--- src/cca_defs.vh ---
// constants for the counter-array capture/compare mode block
`ifndef CCA_DEFS_VH
`define CCA_DEFS_VH

// ============================================================
// mode register addresses on the special-function-register bus
`define CCA_MODE0_ADDR      8'hDA
`define CCA_MODE1_ADDR      8'hDB
`define CCA_MODE2_ADDR      8'hDC
`define CCA_MODE3_ADDR      8'hDD
`define CCA_MODE4_ADDR      8'hDE

// ============================================================
// mode register reset value
`define CCA_MODE_RESET      8'h00

// ============================================================
// mode register field positions
`define CCA_WIDE_MOD_BIT    7
`define CCA_CMP_EN_BIT      6
`define CCA_RISE_CAP_BIT    5
`define CCA_FALL_CAP_BIT    4
`define CCA_MATCH_EN_BIT    3
`define CCA_TOGGLE_EN_BIT   2
`define CCA_MOD_EN_BIT      1
`define CCA_IRQ_EN_BIT      0

// ============================================================
// function field (match, toggle, modulation) patterns per mode
`define CCA_FN_CAPTURE      3'h0
`define CCA_FN_SW_TIMER     3'h4
`define CCA_FN_HS_OUTPUT    3'h6
`define CCA_FN_FREQ_OUTPUT  3'h3

// ============================================================
// other reset values
`define CCA_CCR_RESET       16'h0000
`define CCA_RDATA_RESET     8'h00

`endif

--- src/cca_pin_sync.v ---
// two-flop synchroniser and edge detector for the module pins
`timescale 1ns/1ns

module cca_pin_sync
#(
	parameter WIDTH = 5
)
(
	// clock and reset
	input  wire             ref_clk,
	input  wire             reset,
	// raw pins
	input  wire [WIDTH-1:0] pinIn,
	// synchronised edges
	output wire [WIDTH-1:0] riseEdge,
	output wire [WIDTH-1:0] fallEdge
);

	// ============================================================
	// synchroniser chain
	reg [WIDTH-1:0] syncFirst;
	reg [WIDTH-1:0] syncSecond;
	reg [WIDTH-1:0] syncLast;

	// first stage is read only by the second stage
	always @(posedge ref_clk or posedge reset)
	begin
		if (reset)
		begin
			syncFirst  <= {WIDTH{1'b0}};
			syncSecond <= {WIDTH{1'b0}};
			syncLast   <= {WIDTH{1'b0}};
		end
		else
		begin
			syncFirst  <= pinIn;
			syncSecond <= syncFirst;
			syncLast   <= syncSecond;
		end
	end

	// ============================================================
	// one pulse per transition
	assign riseEdge = syncSecond & ~syncLast;
	assign fallEdge = ~syncSecond & syncLast;

endmodule

--- src/cca_mode_select.v ---
// five capture/compare modules of the counter array with their mode registers
// Overview of operation
// five modules, each with its own mode
// rise bit alone: capture on rising edges
// fall bit alone: capture on falling edges
// both capture bits: capture every transition
// function bits pick timer, fast output, frequency
// modulation bit; wide bit picks 8/16 bits
// modulation with match bit sets flag
// irq enable passes flag as request
// comparator off: no pin toggling
// comparator off in modulation: pin low
// don't care bits have no effect
// five reset-zero mode registers, consecutive addresses
// match enabled: equality sets the flag
// toggle enabled: match inverts the pin
// irq enable clear: no request
// capture copies counter and sets flag
// pin synchronised before edge detection
`timescale 1ns/1ns
`include "cca_defs.vh"

module cca_mode_select
#(
	parameter NUM_MODULES = 5,
	parameter CNT_WIDTH   = 16
)
(
	// clock and reset
	input  wire                           ref_clk,
	input  wire                           reset,
	// special-function-register bus
	input  wire [7:0]                     sfrAddr,
	input  wire                           sfrWrite,
	input  wire                           sfrRead,
	input  wire [7:0]                     sfrWdata,
	output reg  [7:0]                     sfrRdata,
	// shared time base
	input  wire [CNT_WIDTH-1:0]           counterValue,
	// capture/compare register load from software
	input  wire [NUM_MODULES-1:0]         ccLoad,
	input  wire [CNT_WIDTH-1:0]           ccLoadData,
	output wire [NUM_MODULES*CNT_WIDTH-1:0] ccValue,
	// flags and interrupt requests
	input  wire [NUM_MODULES-1:0]         flagClear,
	output wire [NUM_MODULES-1:0]         captureCompareFlag,
	output wire [NUM_MODULES-1:0]         irqRequest,
	// module pins
	input  wire [NUM_MODULES-1:0]         modulePinIn,
	output wire [NUM_MODULES-1:0]         modulePinOut,
	output wire [NUM_MODULES-1:0]         modulePinOeN
);

	// ============================================================
	// pin synchronisation
	// pins are asynchronous; two flops before any edge is looked at
	wire [NUM_MODULES-1:0] pinRise;
	wire [NUM_MODULES-1:0] pinFall;

	cca_pin_sync
	#(
		.WIDTH (NUM_MODULES)
	)
	uPinSync
	(
		.ref_clk  (ref_clk),
		.reset    (reset),
		.pinIn    (modulePinIn),
		.riseEdge (pinRise),
		.fallEdge (pinFall)
	);

	// ============================================================
	// flat copies of each module's mode register for readback
	wire [NUM_MODULES*8-1:0] modeFlat;

	// ============================================================
	// register readback
	reg [7:0] next_sfrRdata;
	integer   rdIdx;

	// unmapped addresses read as zero
	// registered so the byte stands until the next read strobe
	always @*
	begin
		next_sfrRdata = `CCA_RDATA_RESET;
		for (rdIdx = 0; rdIdx < NUM_MODULES; rdIdx = rdIdx + 1)
		begin
			if (sfrAddr == `CCA_MODE0_ADDR + rdIdx[7:0])
			begin
				next_sfrRdata = modeFlat[rdIdx*8 +: 8];
			end
		end
	end

	always @(posedge ref_clk or posedge reset)
	begin
		if (reset)
		begin
			sfrRdata <= `CCA_RDATA_RESET;
		end
		else if (sfrRead)
		begin
			sfrRdata <= next_sfrRdata;
		end
	end

	// ============================================================
	// per-module logic
	genvar ch;
	generate
		for (ch = 0; ch < NUM_MODULES; ch = ch + 1)
		begin : gModule
			reg  [7:0]           mode;
			reg  [CNT_WIDTH-1:0] ccr;
			reg                  flag;
			reg                  irq;
			reg                  pinLevel;
			reg                  next_pinLevel;
			reg                  pinOeN;
			reg                  eqPrev;

			// genvar is 32 bits wide; only its low byte offsets the address
			wire [31:0] chOffset = ch;
			wire [7:0]  myAddr   = `CCA_MODE0_ADDR + chOffset[7:0];
			wire       modeHit = sfrWrite && (sfrAddr == myAddr);

			// field decode
			wire       cmpOn   = mode[`CCA_CMP_EN_BIT];
			wire       riseOn  = mode[`CCA_RISE_CAP_BIT];
			wire       fallOn  = mode[`CCA_FALL_CAP_BIT];
			wire       matchOn = mode[`CCA_MATCH_EN_BIT];
			wire       wideOn  = mode[`CCA_WIDE_MOD_BIT];
			wire       irqOn   = mode[`CCA_IRQ_EN_BIT];
			wire [2:0] fnBits  = mode[`CCA_MATCH_EN_BIT:`CCA_MOD_EN_BIT];
			wire       capBits = riseOn | fallOn;

			// mode decode; bits outside a mode's pattern are not looked at
			wire isCapture = capBits && (fnBits == `CCA_FN_CAPTURE);
			wire isTimer   = !capBits && (fnBits == `CCA_FN_SW_TIMER);
			wire isFastOut = !capBits && (fnBits == `CCA_FN_HS_OUTPUT);
			wire isFreqOut = !capBits && (fnBits == `CCA_FN_FREQ_OUTPUT);
			wire isModul   = !capBits && !mode[`CCA_TOGGLE_EN_BIT]
				&& mode[`CCA_MOD_EN_BIT];
			wire isMod8    = isModul && !wideOn;
			wire isMod16   = isModul && wideOn;

			// modes in which the module owns its pin
			wire toggleMode = isFastOut || isFreqOut;
			wire outMode    = toggleMode || isModul;

			// comparison width: 8-bit modulation and frequency use the low byte
			wire narrowCmp = isMod8 || isFreqOut;
			wire eqNow     = narrowCmp ? (counterValue[7:0] == ccr[7:0])
				: (counterValue == ccr);
			// one match per counter value even if the counter dwells
			wire matchEvt  = cmpOn && eqNow && !eqPrev;
			// all ones in the compared width ends the modulation period
			wire rollNow   = isMod8 ? (counterValue[7:0] == 8'hFF)
				: (counterValue == {CNT_WIDTH{1'b1}});

			// capture edge qualification, comparator bit is ignored here
			wire capEvt = isCapture &&
				((riseOn && pinRise[ch]) || (fallOn && pinFall[ch]));

			// flag set sources
			wire setTimer = (isTimer || isFastOut) && matchEvt;
			wire setModul = isModul && matchOn && matchEvt;
			wire flagSet  = capEvt || setTimer || setModul;

			wire next_flag = flagSet | (flag & ~flagClear[ch]);

			// mode register, software side
			always @(posedge ref_clk or posedge reset)
			begin
				if (reset)
				begin
					mode <= `CCA_MODE_RESET;
				end
				else if (modeHit)
				begin
					mode <= sfrWdata;
				end
			end

			// capture/compare register
			// a capture edge beats a software load in the same cycle
			always @(posedge ref_clk or posedge reset)
			begin
				if (reset)
				begin
					ccr <= `CCA_CCR_RESET;
				end
				else if (capEvt)
				begin
					ccr <= counterValue;
				end
				else if (ccLoad[ch])
				begin
					ccr <= ccLoadData;
				end
			end

			// flag; a set in the clear cycle wins
			always @(posedge ref_clk or posedge reset)
			begin
				if (reset)
				begin
					flag <= 1'b0;
				end
				else
				begin
					flag <= next_flag;
				end
			end

			// request follows the next flag value so it rises with the flag
			always @(posedge ref_clk or posedge reset)
			begin
				if (reset)
				begin
					irq <= 1'b0;
				end
				else
				begin
					irq <= next_flag & irqOn;
				end
			end

			// equality history, so a dwelling counter matches only once
			always @(posedge ref_clk or posedge reset)
			begin
				if (reset)
				begin
					eqPrev <= 1'b0;
				end
				else
				begin
					eqPrev <= cmpOn && eqNow;
				end
			end

			// pin level; held wherever no rule moves it
			always @*
			begin
				next_pinLevel = pinLevel;
				if (isModul && !cmpOn)
				begin
					next_pinLevel = 1'b0;
				end
				else if (isModul)
				begin
					// low from match to rollover, high after rollover
					if (matchEvt)
					begin
						next_pinLevel = 1'b0;
					end
					else if (rollNow)
					begin
						next_pinLevel = 1'b1;
					end
				end
				else if (toggleMode && matchEvt)
				begin
					next_pinLevel = ~pinLevel;
				end
			end

			always @(posedge ref_clk or posedge reset)
			begin
				if (reset)
				begin
					pinLevel <= 1'b0;
				end
				else
				begin
					pinLevel <= next_pinLevel;
				end
			end

			// pin released outside output modes so a capture source can drive it
			always @(posedge ref_clk or posedge reset)
			begin
				if (reset)
				begin
					pinOeN <= 1'b1;
				end
				else
				begin
					pinOeN <= ~outMode;
				end
			end

			assign modeFlat[ch*8 +: 8]                 = mode;
			assign ccValue[ch*CNT_WIDTH +: CNT_WIDTH] = ccr;
			assign captureCompareFlag[ch]              = flag;
			assign irqRequest[ch]                      = irq;
			assign modulePinOut[ch]                    = pinLevel;
			// enable is low while the module drives its pin
			assign modulePinOeN[ch]                    = pinOeN;
		end
	endgenerate

endmodule

--- config.mk ---
export PLATFORM = sky130hd
export DESIGN_NAME = cca_mode_select
export DESIGN_NICKNAME = d
export VERILOG_FILES = /design/src/cca_pin_sync.v /design/src/cca_mode_select.v
export VERILOG_INCLUDE_DIRS = /design/src
export SDC_FILE = /design/constraint.sdc
export NUM_CORES = 1
export LEC_CHECK = 0
export BUFFER_PORTS_ARGS = -buffer_cell sky130_fd_sc_hd__buf_4
export CORE_AREA = 2 2 155 157
export DETAILED_ROUTE_END_ITERATION = 8
export DIE_AREA = 0 0 157 159
export PLACE_DENSITY_LB_ADDON = 0.15
export SYNTH_ARGS = -nofsm -noshare
export SYNTH_HDL_FRONTEND = slang
export SYNTH_HIERARCHICAL = 1
export SYNTH_SLANG_ARGS = --single-unit
export TNS_END_PERCENT = 30
--- constraint.sdc ---
create_clock -name ref_clk -period 4.95 [get_ports ref_clk]
set_clock_uncertainty 0.05 [all_clocks]
set_input_delay 0.7425 -clock ref_clk [delete_from_list [all_inputs] [get_ports ref_clk]]
set_output_delay 0.7425 -clock ref_clk [all_outputs]
set_load 0.1 [all_outputs]
==> results.md <==
- Hold depth: 0
- # DRC: 0
- Clock latency on the worst-skew pair: 0.43 ns
- RSZ-0062 raised after global routing: no
- WL/cell: 20.16 um
- # rows: 56
- Worst r2r dst: gModule[2].irq
- CTS tree: built
- Slowest cell on the critical path: or4_1
- Clk pin slew, worst setup/hold paths: 0.07 ns
- Ys flop type: dfrtp_1
- Reg-to-Reg Start: uPinSync/syncSecond[2]
- Fmax: 394.6 MHz
- Synth warn: 6
- Max incr delay on CP: 0.94 ns
- Flops & latches, synth: 168
- Max-slew violations: 0
- Vias: 6,677
- Final setup TNS: 0 ns
- N_diodes: 0
- Most common cell after layout, fill and taps aside: buf_4
- Total CTS buffers: 17
- Slew @ Worst Pin: 1.189 ns
- Tightest Hold Check Type: reg -> reg
- Final hold viol count: 0
- Worst-case reg-to-reg path depth: 6
- Top delay family on crit path: simple AND/OR/NAND/NOR gates
- First-pass GRT wire length: 40.43 mm
- Final Cell Area: 0.01070 sq mm
- Core ar.: 0.02319 sq mm
- Cts hold-fix bufs: 0
- Fillers: 2,218
- Post-synth EDFFs: 0
- Cell count after placement: 1,261
- Async S/R FF share, synth: 100.0%
- DP Area: 0.01009 sq mm
- Crit Path Class: reg -> reg
- WP buf/inv: 0
- Startpoint types: flop
- Crit share post-route: 51.19%
- Initial Util: 37.75%
- # nets final: 1,028
- Fin util: 46.13%
- Fin crit period: 2.534 ns
- Overall power: 4.153 mW
- Synthesis-to-finish area growth: 22.21%
- Die Span Y: 159 um
- Post-DP HPWL: 18.89 mm
- Netlist cell types: 58
- Largest regs: gModule.ccr x80, gModule.mode x40, sfrRdata x8
- Post-CTS Setup Bufs: 0
- Seq/Total Area, Yosys: 48.09%
- PostCTS Resize Cnt: 0
- Number of global-route vias before repair: 6,669
- Endpoints failing setup: 0
- # clock sinks: 168
- Peak VDD IR: 215.6 uV
- Share of cells above drive strength 1: 26.69%
- CP cell instances: and2b_2 > a22oi_1 > or4_1 > o21ai_0 > a21o_1 > and2_1
- Largest net degree at the start of global routing: 103
- # IOs: 175
- Non-Filler Instances: 1,293
- Die extent in x: 157 um
- Pleak: 4.970 nW
- Initial antenna violation count: 0
- I/O Buffers: 174
- Total grt overflow: 0
- Worst setup EP type: flop
- Die Area: 0.02496 sq mm
- Worst path required time: 5.21 ns
- Slew Limit Headroom: 20.71%
- Max-cap violations: 0
- Syn Nets: 901
- Drt pass-1 iters: 5
- Post-Synthesis Cells: 834
- CP arrival: 2.80 ns
- WL final: 26.07 mm
- Worst R2R Setup Slack: 2.42 ns
- CTS root buf: clkbuf_16
- Routability cong.: 0.8278
- Maximum clock path buffer count: 2
- Detail Route Antenna Nets: 0
- Most frequent cells in the layout: buf_4, dfrtp_1, mux2i_1
- Avg Synthesized Cell Area: 10.50 sq um
- PD cells: 388.2 mW/mm^2
- Status: complete, no violations
- Crit Path Max Fanout: 33
- All-Layer GR Usage: 21.40%
- Mapped Area: 0.008755 sq mm
- Largest register FFs: 80
- 1st-iter DRT viols: 477
- DR vias/cell: 5.164
- Hold Path Sink: uPinSync/syncSecond[3]
- Top reg by flops: gModule.ccr
- HP Start: uPinSync/syncFirst[3]
- Number of H-tree levels: 4
-- where the power goes --
part	internal, mW	switching [mW]	total, mW
registers	1.48	0.124	1.60
logic	0.290	0.875	1.17
clock network	0.825	0.561	1.39
total	2.59	1.56	4.15
-- stage by stage --
stage	setup slack (ns)	hold slack, ns
final	2.416	0.2951
after global routing	2.202	0.3118
after CTS	2.383	0.2958
after detailed placement	2.186	0.2847
after global placement	2.258	0.2835
after floorplan	0.04433	0.2812
-- kinds of logic after synthesis --
group	count (synthesis)	synth area share [%]
AND/OR/NAND/NOR	224	12.95
flip-flops	168	48.09
AO/OA/AOI/OAI	143	9.604
multiplexers	131	15.54
XOR/XNOR	85	8.589
buffers and inverters	83	5.231
-- per-layer routing --
layer | part of all wire, % | vias up | track usage [%]
met4 | 1.1 | 0 | 4.587
met2 | 47 | 189 | 34.01
met3 | 5.2 | 26 | 3.947
li1 | - | 3164 | -
met5 | 0 | - | 0
met1 | 46 | 3298 | 30.53
-- cell type report --
type / instances / area [sq um] / area share [%]
sequential: 168 / 4210 / 39.35
timing repair buffer: 179 / 1344 / 12.56
multi-input combinational: 583 / 4089 / 38.22
tap: 319 / 399.1 / 3.731
inverter: 12 / 50.05 / 0.4678
clock inverter: 10 / 142.6 / 1.333
clock buffer: 22 / 464.2 / 4.339
-- cells in the mapped netlist (all sizes together) (12+ instances only) --
master / n / area [sq um]
inv: 12 / 45.04
a21oi: 74 / 370.4
xor2: 55 / 489.2
nor2: 91 / 360.3
nor3: 14 / 90.09
mux2i: 92 / 920.9
nand2: 46 / 175.2
xnor2: 30 / 262.8
nand4: 13 / 81.33
buf: 41 / 300.3
o21ai: 27 / 135.1
mux2: 39 / 439.2
dfrtp: 163 / 4079
clkbuf: 30 / 112.6
-- worst max path at each step --
stage                                 startpoint             endpoint  slack (ns)  depth (start not counted)
after detailed placement        counterValue[11]  gModule[4].pinLevel        2.19                          7
after global placement          counterValue[11]  gModule[4].pinLevel        2.26                          7
after CTS                 uPinSync/syncSecond[2]       gModule[2].irq        2.38                          6
final                     uPinSync/syncSecond[2]       gModule[2].irq        2.42                          6
after global routing      uPinSync/syncSecond[2]       gModule[2].irq        2.20                          6
after floorplan                            reset    gModule[0].ccr[0]        0.04                          1
No activity file was read; power rests on OpenSTA's default activity.
